`src/amp_cfg_map.vh`:
```
// Purpose: Register map, field positions and reset values for the audio port
//          and modulator configuration block.
// Assumes: Byte-wide registers behind the two-wire control port.
// Notes:   Definitions only.
`ifndef AMP_CFG_MAP_VH
`define AMP_CFG_MAP_VH

// ----------------------------------------------------------------------
// Register offsets
// ----------------------------------------------------------------------
`define MODULATOR_CONFIG_OFS 8'h02
`define AUDIO_INPUT_CONFIG_OFS 8'h03
`define CHANNEL_RUN_SELECT_OFS 8'h04

// ----------------------------------------------------------------------
// Reset values
// ----------------------------------------------------------------------
`define MODULATOR_CONFIG_RST 8'h62
`define AUDIO_INPUT_CONFIG_RST 8'h04
`define CHANNEL_RUN_SELECT_RST 8'h55

// ----------------------------------------------------------------------
// Field positions
// ----------------------------------------------------------------------
`define MOD_FREQ_HI 6
`define MOD_FREQ_LO 4
`define MOD_OSR_BIT 2
`define MOD_PHASE_HI 1
`define MOD_PHASE_LO 0
`define AIN_RATE_HI 7
`define AIN_RATE_LO 6
`define AIN_GROUP_BIT 5
`define AIN_SLOT16_BIT 4
`define AIN_SWAP_BIT 3
`define AIN_FMT_HI 2
`define AIN_FMT_LO 0

// ----------------------------------------------------------------------
// Codes
// ----------------------------------------------------------------------
`define FMT_RJ24 3'h0
`define FMT_RJ20 3'h1
`define FMT_RJ18 3'h2
`define FMT_RJ16 3'h3
`define FMT_I2S 3'h4
`define FMT_LJ 3'h5
`define FMT_DSP 3'h6
`define RUN_PLAY 2'h0
`define RUN_FLOAT 2'h1
`define RUN_MUTE 2'h2
`define RUN_DIAG 2'h3

// ----------------------------------------------------------------------
// Control port
// ----------------------------------------------------------------------
`define CTRL_DEV_ADDR 7'h2a
`define SLOT_COUNT 8

`endif

```
`src/ctrl_port_target.v`:
```
// Purpose: Two-wire control port target with auto-incrementing register pointer.
// Assumes: Clock and data pins are asynchronous; ref_clk far faster than the link.
// Notes:   Open-drain data: sda_oe_n low pulls the line low.
`include "amp_cfg_map.vh"

module ctrl_port_target #(
  parameter [6:0] DEV_ADDR = `CTRL_DEV_ADDR
) (
  input wire ref_clk,
  input wire srst,
  input wire scl_in,
  input wire sda_in,
  input wire [7:0] rd_data,
  output reg sda_oe_n,
  output reg wr_stb,
  output reg [7:0] reg_ptr,
  output reg [7:0] wr_data
);

  localparam [4:0] ST_IDLE = 5'h01;
  localparam [4:0] ST_RX = 5'h02;
  localparam [4:0] ST_ACK = 5'h04;
  localparam [4:0] ST_TX = 5'h08;
  localparam [4:0] ST_RACK = 5'h10;

  reg scl_s1, scl_s2, scl_s3, sda_s1, sda_s2, sda_s3;
  reg [4:0] state_q;
  reg [7:0] sh_q;
  reg [2:0] cnt_q;
  reg [1:0] idx_q;
  reg rw_q, phase_q, nack_q;
  wire scl_rise = scl_s2 & ~scl_s3;
  wire scl_fall = ~scl_s2 & scl_s3;
  wire start_c = scl_s2 & scl_s3 & sda_s3 & ~sda_s2;
  wire stop_c = scl_s2 & scl_s3 & ~sda_s3 & sda_s2;
  wire [7:0] byte_in = {sh_q[6:0], sda_s2};

  // ----------------------------------------------------------------------
  // Pin synchronisers
  // ----------------------------------------------------------------------
  always @(posedge ref_clk) begin
    scl_s1 <= scl_in;
    scl_s2 <= scl_s1;
    scl_s3 <= scl_s2;
    sda_s1 <= sda_in;
    sda_s2 <= sda_s1;
    sda_s3 <= sda_s2;
  end

  // ----------------------------------------------------------------------
  // Byte engine
  // ----------------------------------------------------------------------
  always @(posedge ref_clk) begin
    if (srst) begin
      state_q <= ST_IDLE;
      sh_q <= 8'h00;
      cnt_q <= 3'h0;
      idx_q <= 2'h0;
      rw_q <= 1'b0;
      phase_q <= 1'b0;
      nack_q <= 1'b0;
      sda_oe_n <= 1'b1;
      wr_stb <= 1'b0;
      reg_ptr <= 8'h00;
      wr_data <= 8'h00;
    end else begin
      wr_stb <= 1'b0;
      if (start_c) begin
        state_q <= ST_RX;
        cnt_q <= 3'h0;
        idx_q <= 2'h0;
        sda_oe_n <= 1'b1;
      end else if (stop_c) begin
        state_q <= ST_IDLE;
        sda_oe_n <= 1'b1;
      end else begin
        case (state_q)
          ST_RX: begin
            if (scl_rise) begin
              sh_q <= byte_in;
              cnt_q <= cnt_q + 3'h1;
              if (cnt_q == 3'h7) begin
                phase_q <= 1'b0;
                state_q <= ST_ACK;
                if (idx_q != 2'h3) begin
                  idx_q <= idx_q + 2'h1;
                end
                if (idx_q == 2'h0) begin
                  rw_q <= sda_s2;
                  // A foreign address is left alone until the next start
                  if (byte_in[7:1] != DEV_ADDR) begin
                    state_q <= ST_IDLE;
                  end
                end else if (idx_q == 2'h1) begin
                  reg_ptr <= byte_in;
                end else begin
                  wr_data <= byte_in;
                  wr_stb <= 1'b1;
                end
              end
            end
            if (wr_stb) begin
              reg_ptr <= reg_ptr + 8'h01;
            end
          end
          ST_ACK: begin
            if (scl_fall) begin
              if (!phase_q) begin
                phase_q <= 1'b1;
                sda_oe_n <= 1'b0;
              end else if (rw_q) begin
                state_q <= ST_TX;
                sh_q <= rd_data;
                cnt_q <= 3'h0;
                sda_oe_n <= rd_data[7];
              end else begin
                state_q <= ST_RX;
                cnt_q <= 3'h0;
                sda_oe_n <= 1'b1;
              end
            end
            if (wr_stb) begin
              reg_ptr <= reg_ptr + 8'h01;
            end
          end
          ST_TX: begin
            if (scl_fall) begin
              if (cnt_q == 3'h7) begin
                sda_oe_n <= 1'b1;
                state_q <= ST_RACK;
                phase_q <= 1'b0;
                reg_ptr <= reg_ptr + 8'h01;
              end else begin
                sh_q <= {sh_q[6:0], 1'b0};
                sda_oe_n <= sh_q[6];
                cnt_q <= cnt_q + 3'h1;
              end
            end
          end
          ST_RACK: begin
            if (scl_rise) begin
              nack_q <= sda_s2;
              phase_q <= 1'b1;
            end else if (scl_fall && phase_q) begin
              if (nack_q) begin
                state_q <= ST_IDLE;
              end else begin
                state_q <= ST_TX;
                sh_q <= rd_data;
                cnt_q <= 3'h0;
                sda_oe_n <= rd_data[7];
              end
            end
          end
          default: begin
            state_q <= ST_IDLE;
          end
        endcase
      end
    end
  end

endmodule

```
`src/audio_port_modulator_config.v`:
```
// Purpose: Serial audio port and modulator configuration with slot capture.
// Assumes: Audio clocks come from the host, far slower than ref_clk.
// Notes:   Every frame is treated as up to eight slots; two-channel formats
//          simply fill the first two.
`include "amp_cfg_map.vh"

module audio_port_modulator_config #(
  parameter [6:0] DEV_ADDR = `CTRL_DEV_ADDR,
  parameter SAMPLE_W = 24
) (
  input wire ref_clk,
  input wire srst,
  input wire scl_in,
  input wire sda_in,
  output reg sda_out,
  output wire sda_oe_n,
  input wire bit_clk_in,
  input wire frame_sync_in,
  input wire serial_data_in,
  output reg [SAMPLE_W-1:0] ch1_sample,
  output reg [SAMPLE_W-1:0] ch2_sample,
  output reg [SAMPLE_W-1:0] ch3_sample,
  output reg [SAMPLE_W-1:0] ch4_sample,
  output reg sample_valid,
  output reg [3:0] ch_output_float,
  output reg [3:0] ch_diag_run,
  output reg [5:0] switch_mult,
  output reg modulator_oversample_select,
  output reg [5:0] phase_offset_deg,
  output reg [1:0] incoming_rate_select
);

  reg [7:0] modulator_config_q, audio_input_config_q, channel_run_select_q;
  wire wr_stb;
  wire [7:0] reg_ptr, wr_data;
  reg [7:0] rd_data;

  // ----------------------------------------------------------------------
  // Control port
  // ----------------------------------------------------------------------
  ctrl_port_target #(.DEV_ADDR(DEV_ADDR)) u_ctrl (
    .ref_clk(ref_clk),
    .srst(srst),
    .scl_in(scl_in),
    .sda_in(sda_in),
    .rd_data(rd_data),
    .sda_oe_n(sda_oe_n),
    .wr_stb(wr_stb),
    .reg_ptr(reg_ptr),
    .wr_data(wr_data)
  );

  always @* begin
    if (reg_ptr == `MODULATOR_CONFIG_OFS) begin
      rd_data = modulator_config_q;
    end else if (reg_ptr == `AUDIO_INPUT_CONFIG_OFS) begin
      rd_data = audio_input_config_q;
    end else if (reg_ptr == `CHANNEL_RUN_SELECT_OFS) begin
      rd_data = channel_run_select_q;
    end else begin
      rd_data = 8'h00;
    end
  end

  // ----------------------------------------------------------------------
  // Registers
  // ----------------------------------------------------------------------
  // All bits, reserved ones included, are stored as written
  always @(posedge ref_clk) begin
    if (srst) begin
      modulator_config_q <= `MODULATOR_CONFIG_RST;
      audio_input_config_q <= `AUDIO_INPUT_CONFIG_RST;
      channel_run_select_q <= `CHANNEL_RUN_SELECT_RST;
    end else if (wr_stb) begin
      if (reg_ptr == `MODULATOR_CONFIG_OFS) begin
        modulator_config_q <= wr_data;
      end else if (reg_ptr == `AUDIO_INPUT_CONFIG_OFS) begin
        audio_input_config_q <= wr_data;
      end else if (reg_ptr == `CHANNEL_RUN_SELECT_OFS) begin
        channel_run_select_q <= wr_data;
      end
    end
  end

  // Reserved frequency codes give zero so the modulator stays idle
  function [5:0] freq_mult;
    input [2:0] code;
    begin
      case (code)
        3'h0: freq_mult = 6'h08;
        3'h1: freq_mult = 6'h0a;
        3'h5: freq_mult = 6'h26;
        3'h6: freq_mult = 6'h2c;
        3'h7: freq_mult = 6'h30;
        default: freq_mult = 6'h00;
      endcase
    end
  endfunction

  function [5:0] phase_deg;
    input [1:0] code;
    begin
      case (code)
        2'h0: phase_deg = 6'h00;
        2'h1: phase_deg = 6'h1e;
        2'h2: phase_deg = 6'h2d;
        default: phase_deg = 6'h3c;
      endcase
    end
  endfunction

  // ----------------------------------------------------------------------
  // Audio pins
  // ----------------------------------------------------------------------
  reg bck_s1, bck_s2, bck_s3, fs_s1, fs_s2, sd_s1, sd_s2;
  reg fs_prev_q, pend_q, active_q;
  reg [5:0] bit_q;
  reg [2:0] slot_q;
  reg [31:0] sh_q;
  reg [SAMPLE_W-1:0] slot_mem [0:`SLOT_COUNT-1];
  wire [2:0] fmt = audio_input_config_q[`AIN_FMT_HI:`AIN_FMT_LO];
  wire slot16 = audio_input_config_q[`AIN_SLOT16_BIT];
  wire group_hi = audio_input_config_q[`AIN_GROUP_BIT];
  wire swap = audio_input_config_q[`AIN_SWAP_BIT];
  wire bck_rise = bck_s2 & ~bck_s3;
  wire fs_edge = (fmt == `FMT_I2S) ? (fs_prev_q & ~fs_s2) : (~fs_prev_q & fs_s2);
  wire late_start = (fmt == `FMT_I2S) || (fmt == `FMT_DSP);
  wire [5:0] slot_last = slot16 ? 6'h0f : 6'h1f;
  wire [31:0] sh_next = {sh_q[30:0], sd_s2};
  reg [SAMPLE_W-1:0] word;

  // Right-justified data sits at the slot's end; the rest are MSB-first
  always @* begin
    word = slot16 ? {sh_next[15:0], 8'h00} : sh_next[31:8];
    case (fmt)
      `FMT_RJ24: word = sh_next[23:0];
      `FMT_RJ20: word = {sh_next[19:0], 4'h0};
      `FMT_RJ18: word = {sh_next[17:0], 6'h00};
      `FMT_RJ16: word = {sh_next[15:0], 8'h00};
      default: word = word;
    endcase
  end

  always @(posedge ref_clk) begin
    bck_s1 <= bit_clk_in;
    bck_s2 <= bck_s1;
    bck_s3 <= bck_s2;
    fs_s1 <= frame_sync_in;
    fs_s2 <= fs_s1;
    sd_s1 <= serial_data_in;
    sd_s2 <= sd_s1;
  end

  // ----------------------------------------------------------------------
  // Slot capture
  // ----------------------------------------------------------------------
  always @(posedge ref_clk) begin
    if (srst) begin
      fs_prev_q <= 1'b0;
      pend_q <= 1'b0;
      active_q <= 1'b0;
      bit_q <= 6'h00;
      slot_q <= 3'h0;
      sh_q <= 32'h00000000;
    end else if (bck_rise) begin
      fs_prev_q <= fs_s2;
      pend_q <= 1'b0;
      sh_q <= sh_next;
      if ((fs_edge && !late_start) || pend_q) begin
        active_q <= 1'b1;
        bit_q <= 6'h01;
        slot_q <= 3'h0;
        sh_q <= {31'h00000000, sd_s2};
      end else begin
        // In delayed formats the edge bit still carries the last slot's final bit
        if (fs_edge) begin
          pend_q <= 1'b1;
        end
        if (active_q) begin
          bit_q <= bit_q + 6'h01;
          if (bit_q == slot_last) begin
            slot_mem[slot_q] <= word;
            bit_q <= 6'h00;
            slot_q <= slot_q + 3'h1;
            if (slot_q == 3'h7) begin
              active_q <= 1'b0;
            end
          end
        end
      end
    end
  end

  // ----------------------------------------------------------------------
  // Channel samples refreshed at every frame start; the other outputs every cycle
  // ----------------------------------------------------------------------
  // One update per frame, once the previous frame's last slot is stored
  wire frame_done = bck_rise && ((fs_edge && !late_start) || pend_q);
  wire [2:0] base = {group_hi, 2'h0};
  wire [2:0] pa = {group_hi, swap, 1'b0};
  wire [2:0] pb = {group_hi, ~swap, 1'b0};
  wire [1:0] rs1 = channel_run_select_q[7:6];
  wire [1:0] rs2 = channel_run_select_q[5:4];
  wire [1:0] rs3 = channel_run_select_q[3:2];
  wire [1:0] rs4 = channel_run_select_q[1:0];

  always @(posedge ref_clk) begin
    if (srst) begin
      ch1_sample <= {SAMPLE_W{1'b0}};
      ch2_sample <= {SAMPLE_W{1'b0}};
      ch3_sample <= {SAMPLE_W{1'b0}};
      ch4_sample <= {SAMPLE_W{1'b0}};
      sample_valid <= 1'b0;
      ch_output_float <= 4'hf;
      ch_diag_run <= 4'h0;
      switch_mult <= 6'h00;
      modulator_oversample_select <= 1'b0;
      phase_offset_deg <= 6'h00;
      incoming_rate_select <= 2'h0;
      sda_out <= 1'b0;
    end else begin
      sda_out <= 1'b0;
      switch_mult <= freq_mult(modulator_config_q[`MOD_FREQ_HI:`MOD_FREQ_LO]);
      modulator_oversample_select <= modulator_config_q[`MOD_OSR_BIT];
      phase_offset_deg <= phase_deg(modulator_config_q[`MOD_PHASE_HI:`MOD_PHASE_LO]);
      incoming_rate_select <= audio_input_config_q[`AIN_RATE_HI:`AIN_RATE_LO];
      ch_output_float <= {rs1 == `RUN_FLOAT, rs2 == `RUN_FLOAT,
                          rs3 == `RUN_FLOAT, rs4 == `RUN_FLOAT};
      ch_diag_run <= {rs1 == `RUN_DIAG, rs2 == `RUN_DIAG,
                      rs3 == `RUN_DIAG, rs4 == `RUN_DIAG};
      sample_valid <= frame_done && (base[2] == group_hi);
      if (frame_done) begin
        ch1_sample <= (rs1 == `RUN_PLAY) ? slot_mem[pa] : {SAMPLE_W{1'b0}};
        ch2_sample <= (rs2 == `RUN_PLAY) ? slot_mem[pa | 3'h1] : {SAMPLE_W{1'b0}};
        ch3_sample <= (rs3 == `RUN_PLAY) ? slot_mem[pb] : {SAMPLE_W{1'b0}};
        ch4_sample <= (rs4 == `RUN_PLAY) ? slot_mem[pb | 3'h1] : {SAMPLE_W{1'b0}};
      end
    end
  end

endmodule

```
`config.mk`:
```
export PLATFORM = sky130hd
export DESIGN_NAME = audio_port_modulator_config
export DESIGN_NICKNAME = d
export VERILOG_FILES = /design/src/ctrl_port_target.v /design/src/audio_port_modulator_config.v
export VERILOG_INCLUDE_DIRS = /design/src
export SDC_FILE = /design/constraint.sdc
export NUM_CORES = 1
export LEC_CHECK = 0
export BUFFER_PORTS_ARGS = -buffer_cell sky130_fd_sc_hd__buf_2
export CORE_MARGIN = 2
export CORE_UTILIZATION = 53
export DETAILED_ROUTE_END_ITERATION = 7
export PLACE_DENSITY = 0.71
export SETUP_SLACK_MARGIN = 0.02
export SLEW_MARGIN = 20
export SYNTH_ARGS = -nofsm -noshare
export SYNTH_HDL_FRONTEND = slang
export SYNTH_SLANG_ARGS = --single-unit
```
`constraint.sdc`:
```
create_clock -name ref_clk -period 5.45 [get_ports ref_clk]
set_input_delay 1.09 -clock ref_clk [delete_from_list [all_inputs] [get_ports ref_clk]]
set_output_delay 1.09 -clock ref_clk [all_outputs]
set_load 0.05 [all_outputs]
```
# --- Yosys cells after proc, flatten, opt, wreduce, memory -nomap -nowiden ---
# Memory sizes are Yosys's and may differ from the RTL's. A register that Yosys moved wholly into a read port is not among the register bits.
# Index checks and enable logic that the tools add are counted.
word_totals:
  memories: 1
  ramBits: 192
  out_inout_bits: 122
  wordCells: 268
  reg_bits: 238
  in_bits: 7
mem_list:
  columns: ["memory", "depth", "word_bits", "rd", "rd_ports_with_merged_regs", "write_ports", "line", "source"]
  rows:
  - ["slot_mem", 8, 24, 4, 2, 1, "audio_port_modulator_config.v:120", "reg [SAMPLE_W-1:0] slot_mem [0:`SLOT_COUNT-1];"]
classes:
  reduce_logical: 38
  addsub: 5
  bitwise: 27
  eq_ne: 57
  mux: 95
op_table:
  columns: ["operator", "n"]
  rows:
  - ["$mux 24", 5]
  - ["$pmux 24 s4", 1]
  - ["$mux 8", 11]
  - ["$mux 7", 9]
  - ["$mux 5", 10]
  - ["$mux 3", 16]
  - ["$mux 31", 1]
  - ["$pmux 6 s5", 1]
  - ["$ne 4x1->1 const B", 7]
  - ["$pmux 7 s4", 1]
  - ["$mux 1", 27]
  - ["$pmux 8 s3", 1]
  - ["$eq 3x3->1 const B", 7]
  - ["$ne 2x1->1 const B", 10]
  - ["$pmux 5 s4", 1]
  - ["$reduce_and 10->1", 2]
  - ["$mux 6", 3]
  - ["$pmux 6 s3", 1]
  - ["$not 1->1", 17]
  - ["$eq 8x2->1 const B", 2]
  - ["$reduce_and 8->1", 2]
  - ["$reduce_and 7->1", 2]
  - ["$eq 2x1->1 const B", 6]
  - ["$logic_not 2->1", 6]
  - ["other kinds (40)", 73]

# --- Longest topological paths before layout ---
logic_depth:
  depth_word: 9
  depth_mapped: 9
  depth_no_buf: 8

# --- Cells and area by module ---
# Synthesis repeated with hierarchy kept, for this count alone.
hier_totals:
  cells_unflattened: 1369
  area_unflattened_um2: 17905.9
by_module_without_submodules:
  columns: ["mod", "area_per_inst_um2", "seq_area_each_um2", "cells_each", "n_inst"]
  rows:
  - ["audio_port_modulator_config", 15615.0, 9649.3, 1113, 1]
  - ["ctrl_port_target", 2290.9, 880.8, 256, 1]

# --- Least setup slack after synthesis ---
# Ideal clock, no wire load.
synth_path:
  path_type: "input -> register"
  start: "input port srst"
  end: "memory slot_mem[0][0], enable pin"
  path_slack_ns: 1.048
  required_ns: 5.015
  n_path_buf: 1
  cell_stages: 4
  setup_ns: 0.435
  t_arrival_ns: 3.967
  cell_sequence: "clkdlybuf4s50_2 -> nor4_1 -> nand2b_1 -> nor3_1"
synth_via:
  elab_chain_cells: 2
synth_lines:
  columns: ["item", "line", "source"]
  rows:
  - ["start: declaration", "audio_port_modulator_config.v:12", "input wire srst,"]
  - ["$mux 1", "audio_port_modulator_config.v:158", "if (srst) begin"]
  - ["$mux 1 (implied by the code)", "audio_port_modulator_config.v:182", "slot_mem[slot_q] <= word;"]
  - ["end: declaration", "audio_port_modulator_config.v:120", null]
# No other way between the ends.

# --- Final worst setup path ---
layout_path:
  start: "register audio_input_config_q[4]"
  end: "memory slot_mem[0][21], enable pin"
layout_via:
  elab_chain_cells: 8
layout_lines:
  columns: ["item", "line", "source"]
  rows:
  - ["start: declaration", "audio_port_modulator_config.v:33", "reg [7:0] modulator_config_q, audio_input_config_q, channel_run_select_q;"]
  - ["start signal: assignment", "audio_port_modulator_config.v:72", "audio_input_config_q <= `AUDIO_INPUT_CONFIG_RST;"]
  - ["start signal: assignment", "audio_port_modulator_config.v:78", "audio_input_config_q <= wr_data;"]
  - ["$mux 5", "audio_port_modulator_config.v:128", "wire [5:0] slot_last = slot16 ? 6'h0f : 6'h1f;"]
  - ["$eq 6x5->1", "audio_port_modulator_config.v:181", "if (bit_q == slot_last) begin"]
  - ["$mux 1", "audio_port_modulator_config.v:181", null]
  - ["$mux 1", "audio_port_modulator_config.v:179", "if (active_q) begin"]
  - ["$mux 1", "audio_port_modulator_config.v:169", "if ((fs_edge && !late_start) || pend_q) begin"]
  - ["$mux 1", "audio_port_modulator_config.v:165", "end else if (bck_rise) begin"]
  - ["$mux 1", "audio_port_modulator_config.v:158", null]
  - ["$mux 1 (implied by the code)", "audio_port_modulator_config.v:182", null]
# No other way between the ends.

==> results.md <==
- Outcome: finished clean
- Non-filler cells, final: 2011
- CTS tree: yes
- Crit-path max cell delay: 1.08 ns
- Worst Path Arrival: 3.50 ns
- Post-synth top area cell: edfxtp_1
- Fin crit share: 60.4%
- Setup tns final: 0 ns
- Post-DP Area: 18900 um2
- Die height: 188 um
- Startpoint types: flip-flop
- CTS root buffer: clkbuf_16
- Leak: 7.29 nW
- Met3 Use GR: 4.60%
- RSZ-0062 raised after global routing: no
- Clock slew at reported path FFs: 0.06 ns
- Sequential share of the synthesized area: 58.6%
- CP max-delay cell: dfxtp_1
- Clock network latency to the later pin of the worst-skew pair: 0.55 ns
- Grt met2 use: 38.6%
- F_max: 0.304 GHz
- Synthesized area per cell: 12.6 um2
- Number of remaining DRC errors: 0
- Worst rel slew slack: 23.1%
- Share of the synthesized area in the top cell type: 32.1%
- Critical path required time: 5.66 ns
- Post-CTS sizing: 0
- Cell count after synthesis: 1431
- EDFF count, synth: 192
- Post-CTS Repair Setup Buffers: 0
- Initial antenna violation count: 1
- Crit path capture type: flip-flop
- H-Tree Depth: 2
- CTS Hold Bufs: 0
- Num CTS Buffers: 45
- Asr flop ratio synth: 0%
- Max clock buf depth: 3
- Max Cap Viol: 0
- Worst Hold Class: flip-flop to flip-flop
- Placed Cells: 1925
- Slew Viols, Final: 0
- Seq cells post-synth: 430
- Worst-Margin Slew: 1.15 ns
- Nets@finish: 1544
- I/O pin count: 129
- Maximum fanout along the worst path: 24
- Post-synth cell types: 64
- Final hold viol count: 0
- # setup viols final: 0
- Yosys warning count: 0
- Dominant cells by area after synthesis: edfxtp_1 (32%), dfxtp_1 (27%), mux4_2 (14%)
- Buffers on Ports: 126
- DRT iter0 DRCs: 1255
- Ratio of cells with drive above 1 in the final layout: 23.7%
- WL/cell: 21.3 um
- Mapped Area: 18000 um2
- Vias in the first global route: 11620
- Final core utilization: 61.2%
- Worst Skew: 0.0228 ns
- Vias: 12171
- Critical path buffers and inverters: 1
- Vias per cell: 6.05
- Routed wire length: 42800 um
- Peak supply drop: 0.209 mV
- Tmin final: 3.29 ns
- Power Dens Cells: 315 nW/um2
- Core Box Area: 33400 um2
- Area growth, synth to finish: 13.9%
- Total power: 0.00646 W
- Total track usage: 24.1%
- Leading cell types in the layout, fill and taps excluded: dfxtp_1 (234), nor2_1 (197), edfxtp_1 (192), buf_2 (125), mux4_2 (112)
- Post-route ant nets: 0
- Commonest non-fill, non-tap cell in the layout: dfxtp_1
- RePlAce Congestion: 0.858
- Critical path type: flip-flop to flip-flop
- Synth Flop Type: dfxtp_1
- First-pass GRT wire length: 66400 um
- Std cell rows: 67
- TritonCTS Sinks: 430
- DP HPWL: 27000 um
- Met1 usage: 33.4%
- Pin count of the biggest net entering global routing: 90
- Busiest layer in global routing: met2
- Die width: 188 um
- GR Overflow Total: 0
- Crit-path cells: xnor2_1, or3_1, nor4_1, nand2b_1, nor3_2, buf_4
- Die area: 35400 um2
- Initial DRT Pass Iterations: 5
- Antenna Diode Count: 0
- Initial Utilization: 53.7%
- Delay-heaviest family, CP: simple AND/OR/NAND/NOR gates
- Final instance area: 20500 um2
## routing by layer
layer,routed length [um],share of wire [%],vias up
li1,-,-,5555
met1,17800,42,6029
met2,20300,48,505
met3,3440,8.0,82
met4,1180,2.7,0
met5,0,0,-
## report_power, final
| part | internal (W) | leakage (nW) | total (W) | switching [W] |
|---|---|---|---|---|
| Sequential | 0.00335 | 3.73 | 0.00335 | 0.00000766 |
| Combinational | 0.0000137 | 2.82 | 0.0000738 | 0.0000601 |
| Clock | 0.00181 | 0.733 | 0.00303 | 0.00122 |
| Total | 0.00517 | 7.29 | 0.00646 | 0.00129 |
## synthesized netlist by cell type, types with 15 or more instances
cell	instances
a21oi_1	93
a22oi_1	97
buf_1	15
clkbuf_1	68
dfxtp_1	238
edfxtp_1	192
inv_1	18
mux2i_1	52
mux4_2	112
nand2_1	91
nand3_1	50
nor2_1	203
nor3_1	16
o21ai_0	39
## sequential cells by signal, summed over array words and instances, names as in the netlist, 3 cells and up, named ones only
register / count
slot_mem: 192
sh_q: 31
ch1_sample: 24
ch2_sample: 24
ch3_sample: 24
ch4_sample: 24
audio_input_config_q: 8
channel_run_select_q: 8
modulator_config_q: 8
u_ctrl.reg_ptr: 8
u_ctrl.wr_data: 8
u_ctrl.sh_q: 7
bit_q: 6
phase_offset_deg: 5
switch_mult: 5
u_ctrl.state_q: 5
ch_diag_run: 4
ch_output_float: 4
slot_q: 3
u_ctrl.cnt_q: 3
## final cells by class
cell class	instances	area, um2
clock inverter	10	81.3
timing repair buffer	153	865
multi-input combinational	878	6950
fill	2516	13000
sequential	430	10500
clock buffer	74	1410
tap	448	561
inverter	18	67.6
## logic make-up after synthesis
logic type                 share of synthesized area [%]
muxes                                               16.9
other                                             0.0209
xor gates and xnor gates                           0.439
buffers and inverters                               3.04
DFF                                                 58.6
and+or+nand+nor                                     10.7
adders and majority gates                          0.766
AOI/OAI and AO/OA                                   9.48
## final timing paths
check                           from         endpoint  slack [ns]  cells after the start
max          audio_input_config_q[4]  slot_mem[0][21]        2.16                      6
min                           bck_s1           bck_s2        0.32                      0
max reg2reg  audio_input_config_q[4]  slot_mem[0][21]        2.16                      6
min reg2reg                   bck_s1           bck_s2        0.32                      0
## per-stage QoR
stage	setup WS, ns	hold WS [ns]
after floorplan	1.05	0.310
after global placement	2.28	0.310
after detailed placement	2.22	0.313
after CTS	2.17	0.327
after global routing	1.93	0.329
final	2.16	0.324
Power figures use the tool's default switching activity.
